### config.mk
export PLATFORM = sky130hd
export DESIGN_NAME = tbp_port
export DESIGN_NICKNAME = d
export VERILOG_FILES = /design/src/hdl/tbp_pkg.sv /design/src/hdl/tbp_sync.sv /design/src/hdl/tbp_port.sv
export SDC_FILE = /design/constraint.sdc
export NUM_CORES = 1
export LEC_CHECK = 0
export BUFFER_PORTS_ARGS = -buffer_cell sky130_fd_sc_hd__buf_4
export CORE_MARGIN = 1.5
export CORE_UTILIZATION = 54
export DETAILED_ROUTE_END_ITERATION = 8
export MAX_ROUTING_LAYER = met4
export PLACE_DENSITY = 0.83
export SLEW_MARGIN = 20
export SYNTH_ARGS = -nofsm -noshare
export SYNTH_HDL_FRONTEND = slang
export SYNTH_SLANG_ARGS = --single-unit
### constraint.sdc
create_clock -name clk -period 3.7 [get_ports clk]
set_input_delay 0.555 -clock clk [delete_from_list [all_inputs] [get_ports clk]]
set_output_delay 0.555 -clock clk [all_outputs]
set_load 0.1 [all_outputs]
### src/hdl/tbp_pkg.sv
// Package: register map, field positions and reset values of the port block
package tbp_pkg;

  localparam int unsigned ADDR_W = 4;

  localparam logic [3:0] ADDR_PIN_VALUE     = 4'h0;
  localparam logic [3:0] ADDR_OUTPUT_LATCH  = 4'h1;
  localparam logic [3:0] ADDR_DIRECTION     = 4'h2;
  localparam logic [3:0] ADDR_ANALOG_SELECT = 4'h3;
  localparam logic [3:0] ADDR_PMP_CONTROL   = 4'h4;

  localparam int unsigned NUM_PINS        = 3;
  localparam int unsigned OWN_PULLUP_BIT  = 6;
  localparam int unsigned NEIGH_PULLUP_BIT = 7;
  // Analog select bits for the three port pins in the analog select register
  localparam int unsigned ANALOG_SEL_LSB  = 5;
  localparam int unsigned PMP_OWN_BIT     = 0;

  localparam logic [2:0] DIRECTION_RESET = 3'h7;
  localparam logic [2:0] LATCH_RESET     = 3'h0;
  localparam logic [7:0] ANALOG_RESET    = 8'hff;
  localparam logic       PULLUP_RESET    = 1'h0;
  localparam logic       PMP_RESET       = 1'h0;

  typedef struct packed {
    logic       write;
    logic       read;
    logic [3:0] addr;
    logic [7:0] wdata;
  } tbp_bus_s;

  typedef struct packed {
    logic [2:0] strobe_out;
    logic [2:0] strobe_oe;
  } tbp_pmp_s;

endpackage : tbp_pkg

### src/hdl/tbp_sync.sv
// Two-stage synchroniser for the pin inputs
`timescale 1ns/1ns
`default_nettype none
module tbp_sync #(
  parameter int unsigned WIDTH = 3
) (
  input  wire logic             clk,
  input  wire logic             reset,
  input  wire logic [WIDTH-1:0] async_in,
  output var  logic [WIDTH-1:0] sync_out
);

  logic [WIDTH-1:0] stage_one;

  always_ff @(posedge clk) begin
    if (reset) begin
      stage_one <= '0;
      sync_out  <= '0;
    end else begin
      stage_one <= async_in;
      sync_out  <= stage_one;
    end
  end

endmodule : tbp_sync
`default_nettype wire

### src/hdl/tbp_port.sv
// Three-pin general purpose port with analog and parallel-port sharing
//
// The plain strobed port and the address map were chosen for this implementation.
`timescale 1ns/1ns
`default_nettype none
// What this block does
// - three pins, each input or output
// - analog pins read zero in pin value
// - direction bit one tristates the driver
// - direction bit zero drives latch bit
// - direction still rules analog pins
// - reset makes all three pins analog
// - latch reads return latch, not pins
// - bit six enables own pull-ups on input pins
// - output pins lose their pull-up
// - reset disables the pull-ups
// - analog blocks input path, not output
// - parallel port drives strobes on pins zero-two, reads strobes from pins zero-one
// - bit seven enables neighbour port pull-ups
// - unimplemented bits read zero
module tbp_port
  import tbp_pkg::*;
(
  input  wire logic       clk,
  input  wire logic       reset,
  input  wire logic [3:0] addr,
  input  wire logic [7:0] wdata,
  input  wire logic       write,
  input  wire logic       read,
  output var  logic [7:0] rdata,
  input  wire logic [2:0] pin_in,
  output var  logic [2:0] pin_out,
  output var  logic [2:0] pin_oe,
  output var  logic [2:0] pin_pullup,
  output var  logic [2:0] adc_channel_enable,
  output var  logic       neighbour_pullup_enable,
  input  wire logic [2:0] pmp_strobe_out,
  input  wire logic [2:0] pmp_strobe_oe,
  output var  logic [1:0] pmp_strobe_in
);

  logic [2:0] latch;
  logic [2:0] direction;
  logic [7:0] analog_select;
  logic       own_pullup_enable;
  logic       pmp_own;
  logic [2:0] pin_sync;
  logic [2:0] analog_pins;
  logic [2:0] digital_in;
  logic [2:0] next_pin_out;
  logic [2:0] next_pin_oe;
  logic [7:0] next_rdata;
  tbp_pmp_s   pmp;

  function automatic logic hit(input logic [3:0] a,
                               input logic [3:0] target);
    return a == target;
  endfunction : hit

  assign pmp.strobe_out = pmp_strobe_out;
  assign pmp.strobe_oe  = pmp_strobe_oe;

  tbp_sync #(.WIDTH(NUM_PINS)) u_sync (
    .clk      (clk),
    .reset    (reset),
    .async_in (pin_in),
    .sync_out (pin_sync)
  );

  assign analog_pins = analog_select[ANALOG_SEL_LSB +: NUM_PINS];
  // Analog pins have their digital input buffer off
  assign digital_in  = pin_sync & ~analog_pins;

  // Latch register, written at both the pin value and latch addresses
  always_ff @(posedge clk) begin
    if (reset) begin
      latch <= LATCH_RESET;
    end else if (write && (hit(addr, ADDR_OUTPUT_LATCH) ||
                           hit(addr, ADDR_PIN_VALUE))) begin
      latch <= wdata[2:0];
    end
  end

  always_ff @(posedge clk) begin
    if (reset) begin
      direction <= DIRECTION_RESET;
    end else if (write && hit(addr, ADDR_DIRECTION)) begin
      direction <= wdata[2:0];
    end
  end

  always_ff @(posedge clk) begin
    if (reset) begin
      analog_select <= ANALOG_RESET;
    end else if (write && hit(addr, ADDR_ANALOG_SELECT)) begin
      analog_select <= wdata;
    end
  end

  always_ff @(posedge clk) begin
    if (reset) begin
      own_pullup_enable       <= PULLUP_RESET;
      neighbour_pullup_enable <= PULLUP_RESET;
    end else if (write && hit(addr, ADDR_PIN_VALUE)) begin
      own_pullup_enable       <= wdata[OWN_PULLUP_BIT];
      neighbour_pullup_enable <= wdata[NEIGH_PULLUP_BIT];
    end
  end

  always_ff @(posedge clk) begin
    if (reset) begin
      pmp_own <= PMP_RESET;
    end else if (write && hit(addr, ADDR_PMP_CONTROL)) begin
      pmp_own <= wdata[PMP_OWN_BIT];
    end
  end

  // Driver: latch unless the parallel port owns the pins; analog select
  // never touches the output path, so software must keep analog pins input
  always_comb begin
    if (pmp_own) begin
      next_pin_out = pmp.strobe_out;
      next_pin_oe  = pmp.strobe_oe;
    end else begin
      next_pin_out = latch;
      next_pin_oe  = ~direction;
    end
  end

  always_ff @(posedge clk) begin
    if (reset) begin
      pin_out            <= LATCH_RESET;
      pin_oe             <= '0;
      pin_pullup         <= '0;
      adc_channel_enable <= DIRECTION_RESET;
      pmp_strobe_in      <= '0;
    end else begin
      pin_out            <= next_pin_out;
      pin_oe             <= next_pin_oe;
      pin_pullup         <= {NUM_PINS{own_pullup_enable}} & ~next_pin_oe;
      adc_channel_enable <= analog_pins;
      pmp_strobe_in      <= digital_in[1:0];
    end
  end

  always_comb begin
    next_rdata = 8'h00;
    case (addr)
      ADDR_PIN_VALUE:     next_rdata = {neighbour_pullup_enable,
                                        own_pullup_enable, 3'h0, digital_in};
      ADDR_OUTPUT_LATCH:  next_rdata = {5'h00, latch};
      ADDR_DIRECTION:     next_rdata = {5'h00, direction};
      ADDR_ANALOG_SELECT: next_rdata = analog_select;
      ADDR_PMP_CONTROL:   next_rdata = {7'h00, pmp_own};
      default:            next_rdata = 8'h00;
    endcase
  end

  // Read data valid only in the cycle after the strobe
  always_ff @(posedge clk) begin
    if (reset) begin
      rdata <= 8'h00;
    end else if (read) begin
      rdata <= next_rdata;
    end else begin
      rdata <= 8'h00;
    end
  end

endmodule : tbp_port
`default_nettype wire

==> run_results.csv, run 1 <==
group,metric,value,unit
floorplan,fp.dieArea,3440,µm²
critical_path,critPathArrivalTime,1.05,ns
clock_network,cts-hold-fix-buffers,0,
global_routing,pin_count_of_the_biggest_net_entering_global_routing,36,
pwr,static-leakage-power,0.000852,µW
critical_path,critical_path.n_buffers_inverters,1,
clock_network,post_cts_resized,0,
worst_hold_path,hold_path.class,"input pin to register",
clock_network,ctsLongestPathBuffers,2,
clock_network,worstSkewPairLatency,0.34,ns
sta,setup-violations-final,0,
floorplan,chipWidth,58.7,µm
sta,min_period,1.60,ns
logic_synthesis,ys_warn_count,0,
place,hpwlAfterDp,2500,µm
logic_synthesis,leading_cell_type_by_number_of_instances_after_synthesis,"sky130_fd_sc_hd__dfxtp_1",
critical_path,worstPathRequired,3.14,ns
logic_synthesis,seq_area_frac_synth,0.538,
critical_path,slowest_delay,0.40,ns
floorplan,coreArea,3000,µm²
critical_path,critical_path.top_delay_family,"flip-flops",
sta,hold_viol,0,
place,portBuffers,47,
clock_network,tritoncts.num_buffers,5,
floorplan,initial_utilization,0.558,
cells_and_area,area_growth_syn_to_layout,24.0,%
floorplan,fp-row-count,20,
detailed_routing,route.vias.total,1371,
clock_network,cts_root_buf,"sky130_fd_sc_hd__clkbuf_4",
critical_path,cp_launch_type,"register",
floorplan,top_level_ports,48,
logic_synthesis,yosysTopAreaCellShare,0.538,
detailed_routing,drtPass1Iterations,5,
cells_and_area,antenna_cells_inserted,0,
clock_network,postCtsSetupRepairBufs,0,
detailed_routing,antenna_violating_nets_post_route,0,
critical_path,timing.critical_path.cells,"buf_4",
logic_synthesis,synth_cell_types,34,
pwr,power.density,387,nW/µm²
clock_network,clk_transition_reported_paths,0.11,ns
sta,final.setup_skew,0.00623,ns
detailed_routing,drt_first_iter_violations,41,
detailed_routing,routed_wirelength,3430,µm
logic_synthesis,synth_largest_area_cell,"sky130_fd_sc_hd__dfxtp_1",
logic_synthesis,syn_std_cell_area,1670,µm²
floorplan,die_h,58.7,µm
logic_synthesis,synth_common_cells,"sky130_fd_sc_hd__dfxtp_1 (45), sky130_fd_sc_hd__nor2_1 (18), sky130_fd_sc_hd__nor2b_1 (12)",
detailed_routing,routedWlPerCell,14.1,µm
global_routing,grt_antenna_before_repair,0,
cells_and_area,filler_cell_count,234,
sta,clock.fmax,625,MHz
sta,timing.hold.ws,0.420,ns
sta,setup-tns-final,0,ns
logic_synthesis,synth-edff-count,0,
logic_synthesis,net_count_of_the_mapped_netlist,190,
logic_synthesis,ys_ff_latch,45,
cells_and_area,drive_above_1_share,0.305,
global_routing,grt_pass1_wl,5330,µm
sta,max_slew.worst_pin.slew,0.527,ns
critical_path,critical_path_peak_fanout,3,
detailed_routing,vias_per_cell,5.64,
sta,rsz0062_at_grt,"false",
clock_network,htreeDepth,2,
clock_network,cts_sinks,45,
logic_synthesis,synth_flop_cell,"sky130_fd_sc_hd__dfxtp_1",
critical_path,slowest_stage_cell_on_the_critical_path,"sky130_fd_sc_hd__dfxtp_1",
logic_synthesis,synthTopCellsByArea,"sky130_fd_sc_hd__dfxtp_1 (54%), sky130_fd_sc_hd__a211o_1 (4.7%), sky130_fd_sc_hd__nor2b_1 (4.5%), sky130_fd_sc_hd__nor2_1 (4.0%), sky130_fd_sc_hd__mux2i_1 (3.6%)",
sta,finalMaxSlewViolations,0,
global_routing,grt_pass1_vias,1163,
detailed_routing,drc_viols,0,
sta,slew_headroom,0.645,
cells_and_area,finalNonFillerCells,243,
critical_path,path_class,"register to primary output",
pwr,vdd_ir_drop_max,0.244,mV
global_routing,global_route.overflow_total,0,
outcome,outcome,"finished clean",
place,place.gp.congestion,0.946,
flow_run,maxCapViolCount,0,
logic_synthesis,syn_inst_count,165,
global_routing,globalRouteTotalUtil,0.212,
logic_synthesis,syn_avg_cell_area,10.1,µm²
cells_and_area,final_nets,234,
logic_synthesis,ys_async_sr_fraction,0,
critical_path,critPathCaptureType,"primary output",
sta,finalCritPeriodShare,0.433,
place,placed_cells,235,
clock_network,cts_tree,"yes",
==> flip-flops by register name, indices dropped and copies added (netlist names) <==
| name | count |
|---|---|
| analog_select | 8 |
| adc_channel_enable | 3 |
| own_pullup_enable | 1 |
| pmp_strobe_in | 2 |
| neighbour_pullup_enable | 1 |
| rdata | 8 |
| u_sync.sync_out | 3 |
| u_sync.stage_one | 3 |
| pin_out | 3 |
| pin_pullup | 3 |
| latch | 3 |
| direction | 3 |
| pin_oe | 3 |
| pmp_own | 1 |
==> layout by cell type (no fill, tap or decap) <==
cell	count
sky130_fd_sc_hd__nor2_1	18
sky130_fd_sc_hd__a21boi_0	3
sky130_fd_sc_hd__nor3b_1	1
sky130_fd_sc_hd__a211o_1	9
sky130_fd_sc_hd__nand2b_1	1
sky130_fd_sc_hd__nand3b_1	3
sky130_fd_sc_hd__nor4b_2	1
sky130_fd_sc_hd__or4b_1	1
sky130_fd_sc_hd__a32oi_1	2
sky130_fd_sc_hd__or2_2	3
sky130_fd_sc_hd__clkinvlp_4	1
sky130_fd_sc_hd__and3_1	8
sky130_fd_sc_hd__mux2_2	3
sky130_fd_sc_hd__a31o_2	1
sky130_fd_sc_hd__inv_1	4
sky130_fd_sc_hd__a21oi_1	8
sky130_fd_sc_hd__or4_4	1
sky130_fd_sc_hd__a31oi_1	1
sky130_fd_sc_hd__or3_1	2
sky130_fd_sc_hd__mux2i_1	6
sky130_fd_sc_hd__nand2_1	2
sky130_fd_sc_hd__clkbuf_4	5
sky130_fd_sc_hd__clkbuf_1	2
sky130_fd_sc_hd__nor4_1	1
sky130_fd_sc_hd__a22oi_1	2
sky130_fd_sc_hd__buf_4	48
sky130_fd_sc_hd__dfxtp_1	45
sky130_fd_sc_hd__nor4b_1	1
sky130_fd_sc_hd__a311o_1	3
sky130_fd_sc_hd__and2_1	4
sky130_fd_sc_hd__nand3_1	3
sky130_fd_sc_hd__o21ai_0	3
sky130_fd_sc_hd__nor3b_2	1
sky130_fd_sc_hd__nor2b_1	12
sky130_fd_sc_hd__nand4_1	1
==> cells by family after synthesis <==
group,count (synthesis),share of synthesized area
AND/OR/NAND/NOR,64,0.226
flip-flops,45,0.538
AO/OA/AOI/OAI,32,0.140
buffers and inverters,15,0.0404
multiplexers,9,0.0561
==> per-layer routing <==
layer / GRT usage / share of wire / routed length [µm]
met1: 0.271 / 0.45 / 1530
met2: 0.321 / 0.48 / 1640
met3: 0.0593 / 0.067 / 230
met4: 0.0779 / 0.0090 / 31
met5: - / 0 / 0
==> cell type report <==
class                      count  area, µm²  share of cell area
clock buffer                   7       45.0              0.0217
clock inverter                 1       7.51             0.00362
inverter                       4       15.0             0.00723
multi-input combinational    105        706               0.340
sequential                    45        901               0.434
tap                           33       41.3              0.0199
timing repair buffer          48        360               0.174
==> per-stage QoR <==
step | cell area (µm²) | setup slack, ns | utilization | total power [µW]
after floorplan | 1670 | 2.01 | - | 564
after global placement | 2020 | 1.89 | 0.674 | 594
after detailed placement | 2020 | 1.83 | 0.674 | 596
after CTS | 2080 | 2.11 | 0.691 | 806
after global routing | 2080 | 2.07 | 0.691 | 834
final | 2080 | 2.10 | 0.691 | 804
==> where the power goes <==
group / internal (µW) / total (µW) / switching (µW) / leakage [µW]
sequential: 494 / 498 / 4.66 / 0.000365
clock: 75.1 / 218 / 143 / 0.0000255
combinational: 35.2 / 87.9 / 52.7 / 0.000461
total: 604 / 804 / 200 / 0.000852
==> path summary, 6_finish.rpt <==
check                                from  depth (start not counted)                      end  slack (ns)
hold / removal                  pin_in[1]                          2      u_sync.stage_one[1]        0.42
hold reg to reg       u_sync.stage_one[1]                          1       u_sync.sync_out[1]        0.45
setup reg to reg                  pmp_own                          3                 rdata[0]        2.48
setup / recovery  neighbour_pullup_enable                          1  neighbour_pullup_enable        2.10
No activity file was read; power rests on OpenSTA's default activity.
==> run 2: changes to the inputs <==
--- a/config.mk
+++ b/config.mk
@@ -5,12 +5,13 @@
 export SDC_FILE = /design/constraint.sdc
 export NUM_CORES = 1
 export LEC_CHECK = 0
+export ABC_AREA = 1
 export BUFFER_PORTS_ARGS = -buffer_cell sky130_fd_sc_hd__buf_4
 export CORE_MARGIN = 1.5
-export CORE_UTILIZATION = 54
+export CORE_UTILIZATION = 45
 export DETAILED_ROUTE_END_ITERATION = 8
 export MAX_ROUTING_LAYER = met4
-export PLACE_DENSITY = 0.83
+export PLACE_DENSITY = 0.74
 export SLEW_MARGIN = 20
 export SYNTH_ARGS = -nofsm -noshare
 export SYNTH_HDL_FRONTEND = slang
==> constraint.sdc (replaced) <==
create_clock -name clk -period 1.3 [get_ports clk]
set_input_delay 0.195 -clock clk [delete_from_list [all_inputs] [get_ports clk]]
set_output_delay 0.195 -clock clk [all_outputs]
set_load 0.1 [all_outputs]
==> run_results.csv, run 2 <==
group,metric,value,unit
critical_path,timing.critical_path.cells,"buf_6",
clock_network,htreeDepth,2,
floorplan,die_h,62.9,µm
logic_synthesis,seq_area_frac_synth,0.559,
critical_path,critical_path.n_buffers_inverters,1,
logic_synthesis,synth_common_cells,"sky130_fd_sc_hd__nand2_1 (49), sky130_fd_sc_hd__dfxtp_1 (45), sky130_fd_sc_hd__nor2_1 (39)",
sta,max_slew.worst_pin.slew,0.303,ns
floorplan,fp.dieArea,3950,µm²
detailed_routing,antenna_violating_nets_post_route,0,
critical_path,slowest_delay,0.40,ns
place,hpwlAfterDp,2500,µm
detailed_routing,routed_wirelength,3280,µm
sta,rsz0062_at_grt,"false",
critical_path,critical_path_peak_fanout,3,
logic_synthesis,net_count_of_the_mapped_netlist,235,
detailed_routing,drtPass1Iterations,5,
detailed_routing,drt_first_iter_violations,84,
global_routing,grt_pass1_wl,5460,µm
logic_synthesis,synth_flop_cell,"sky130_fd_sc_hd__dfxtp_1",
cells_and_area,area_growth_syn_to_layout,29.5,%
floorplan,fp-row-count,21,
sta,min_period,1.19,ns
pwr,vdd_ir_drop_max,0.561,mV
detailed_routing,vias_per_cell,4.65,
critical_path,worst_r2r_startpoint,"pmp_own",
cells_and_area,final_nets,286,
sta,finalMaxSlewViolations,0,
cells_and_area,drive_above_1_share,0.234,
clock_network,worstSkewPairLatency,0.35,ns
place,dpl_worst_slack,0.189,ns
global_routing,pin_count_of_the_biggest_net_entering_global_routing,21,
clock_network,cts_sinks,45,
critical_path,path_class,"register to primary output",
pwr,static-leakage-power,0.00108,µW
clock_network,clk_transition_reported_paths,0.12,ns
logic_synthesis,syn_avg_cell_area,7.68,µm²
logic_synthesis,ys_ff_latch,45,
critical_path,critPathCaptureType,"primary output",
critical_path,timing.reg2reg.setup_slack,0.19,ns
global_routing,globalRouteTotalUtil,0.184,
cells_and_area,layout_top_registers,"analog_select x8, rdata x8",
cells_and_area,antenna_cells_inserted,0,
sta,final.setup_skew,0.00765,ns
floorplan,initial_utilization,0.476,
global_routing,grt_pass1_vias,1243,
cells_and_area,final_common_cell,"sky130_fd_sc_hd__nand2_1",
floorplan,coreArea,3390,µm²
sta,clock.fmax,837,MHz
sta,hold_viol,0,
floorplan,chipWidth,62.9,µm
detailed_routing,routedWlPerCell,10.7,µm
logic_synthesis,synth-edff-count,0,
logic_synthesis,yosysTopAreaCellShare,0.559,
logic_synthesis,syn_std_cell_area,1610,µm²
clock_network,cts_root_buf,"sky130_fd_sc_hd__clkbuf_4",
critical_path,cp_launch_type,"register",
critical_path,path_depth,1,
logic_synthesis,ys_warn_count,0,
critical_path,worst_r2r_path_depth,4,
logic_synthesis,ys_async_sr_fraction,0,
logic_synthesis,leading_cell_type_by_number_of_instances_after_synthesis,"sky130_fd_sc_hd__nand2_1",
critical_path,worstPathRequired,1.11,ns
pwr,power.density,1140,nW/µm²
logic_synthesis,synthTopCellsByArea,"sky130_fd_sc_hd__dfxtp_1 (56%), sky130_fd_sc_hd__nand2_1 (11%), sky130_fd_sc_hd__nor2_1 (9.1%), sky130_fd_sc_hd__nand3_1 (6.5%), sky130_fd_sc_hd__inv_1 (5.6%)",
sta,setup-violations-final,0,
sta,finalCritPeriodShare,0.919,
detailed_routing,drc_viols,0,
clock_network,ctsLongestPathBuffers,2,
worst_hold_path,hold_path.class,"input pin to register",
place,portBuffers,47,
critical_path,critPathArrivalTime,1.00,ns
logic_synthesis,syn_inst_count,210,
clock_network,tritoncts.num_buffers,5,
clock_network,cts_tree,"yes",
logic_synthesis,synth_largest_area_cell,"sky130_fd_sc_hd__dfxtp_1",
critical_path,worst_setup_path_endpoint,"neighbour_pullup_enable",
sta,slew_headroom,0.798,
critical_path,regToRegEndpoint,"pin_pullup[2]",
sta,setup-tns-final,0,ns
sta,final_critical_path_setup_slack,0.105,ns
critical_path,critical_path.top_delay_family,"flip-flops",
clock_network,cts-hold-fix-buffers,0,
flow_run,maxCapViolCount,0,
global_routing,global_route.overflow_total,0,
outcome,outcome,"finished clean",
logic_synthesis,synth_cell_types,17,
critical_path,slowest_stage_cell_on_the_critical_path,"sky130_fd_sc_hd__dfxtp_1",
critical_path,setup.worst_path.start,"neighbour_pullup_enable",
global_routing,grt_antenna_before_repair,0,
place,place.gp.congestion,0.895,
detailed_routing,route.vias.total,1429,
floorplan,top_level_ports,48,
cells_and_area,layout_common_cells,"sky130_fd_sc_hd__nand2_1 (49), sky130_fd_sc_hd__buf_4 (46), sky130_fd_sc_hd__dfxtp_1 (45)",
-- run 2: final cells by class --
cell class              instances  area (µm²)
clock inverters                 1        7.51
repair buffers                 48         377
inverters                      27         104
flip-flops and latches         45         901
well taps                      46        57.6
fillers                       319        1300
clock buffers                   6        51.3
multi-input cells             134         591
-- run 2: through the flow --
step	hold WS [ns]	util	area, µm²	instances	power [µW]
global route	0.0259	0.616	2090	307	2490
detailed placement	0.399	0.598	2030	300	1730
finish	0.0316	0.616	2090	307	2370
floorplan	0.264	-	1610	210	1620
CTS	0.0208	0.615	2080	307	2390
global placement	0.391	0.598	2030	300	1730
-- run 2: where the power goes --
| part | leakage, µW | switching (µW) | internal [µW] | total, µW |
|---|---|---|---|---|
| combinational | 0.000682 | 183 | 96.5 | 280 |
| sequential | 0.000366 | 14.7 | 1410 | 1420 |
| clock | 0.0000303 | 413 | 253 | 666 |
-- run 2: kinds of logic (layout without fill, tap and decap cells) --
kind of cell,count (synthesis),after routing,synth area share
flops,45,45,0.559
simple gates,116,116,0.307
buf+inv,31,82,0.0753
compound gates,18,18,0.0590
-- run 2: worst min path at each step --
stage | start | endpoint | slack, ns | cells past startpoint
6_report | wdata[4] | analog_select[4] | 0.03 | 3
5_1_grt | pin_in[2] | u_sync.stage_one[2] | 0.03 | 3
2_1_floorplan | reset | neighbour_pullup_enable | 0.26 | 1
3_3_place_gp | u_sync.stage_one[1] | u_sync.sync_out[1] | 0.39 | 2
3_5_place_dp | u_sync.stage_one[1] | u_sync.sync_out[1] | 0.40 | 2
4_1_cts | wdata[3] | analog_select[3] | 0.02 | 3
-- run 2: per-layer routing --
layer	vias to the layer above	GRT usage	share of wire
met5	-	-	0
met4	0	0.0583	0.014
met3	7	0.0577	0.057
met2	49	0.289	0.45
met1	617	0.225	0.48
li1	756	-	-
-- run 2: what timing repair did --
action | in CTS | in global routing
setup endpoints to repair | 0 | 2
endpoints found under the hold margin | 0 | 0
buffers inserted | 0 | 0
resized for setup | 0 | 2
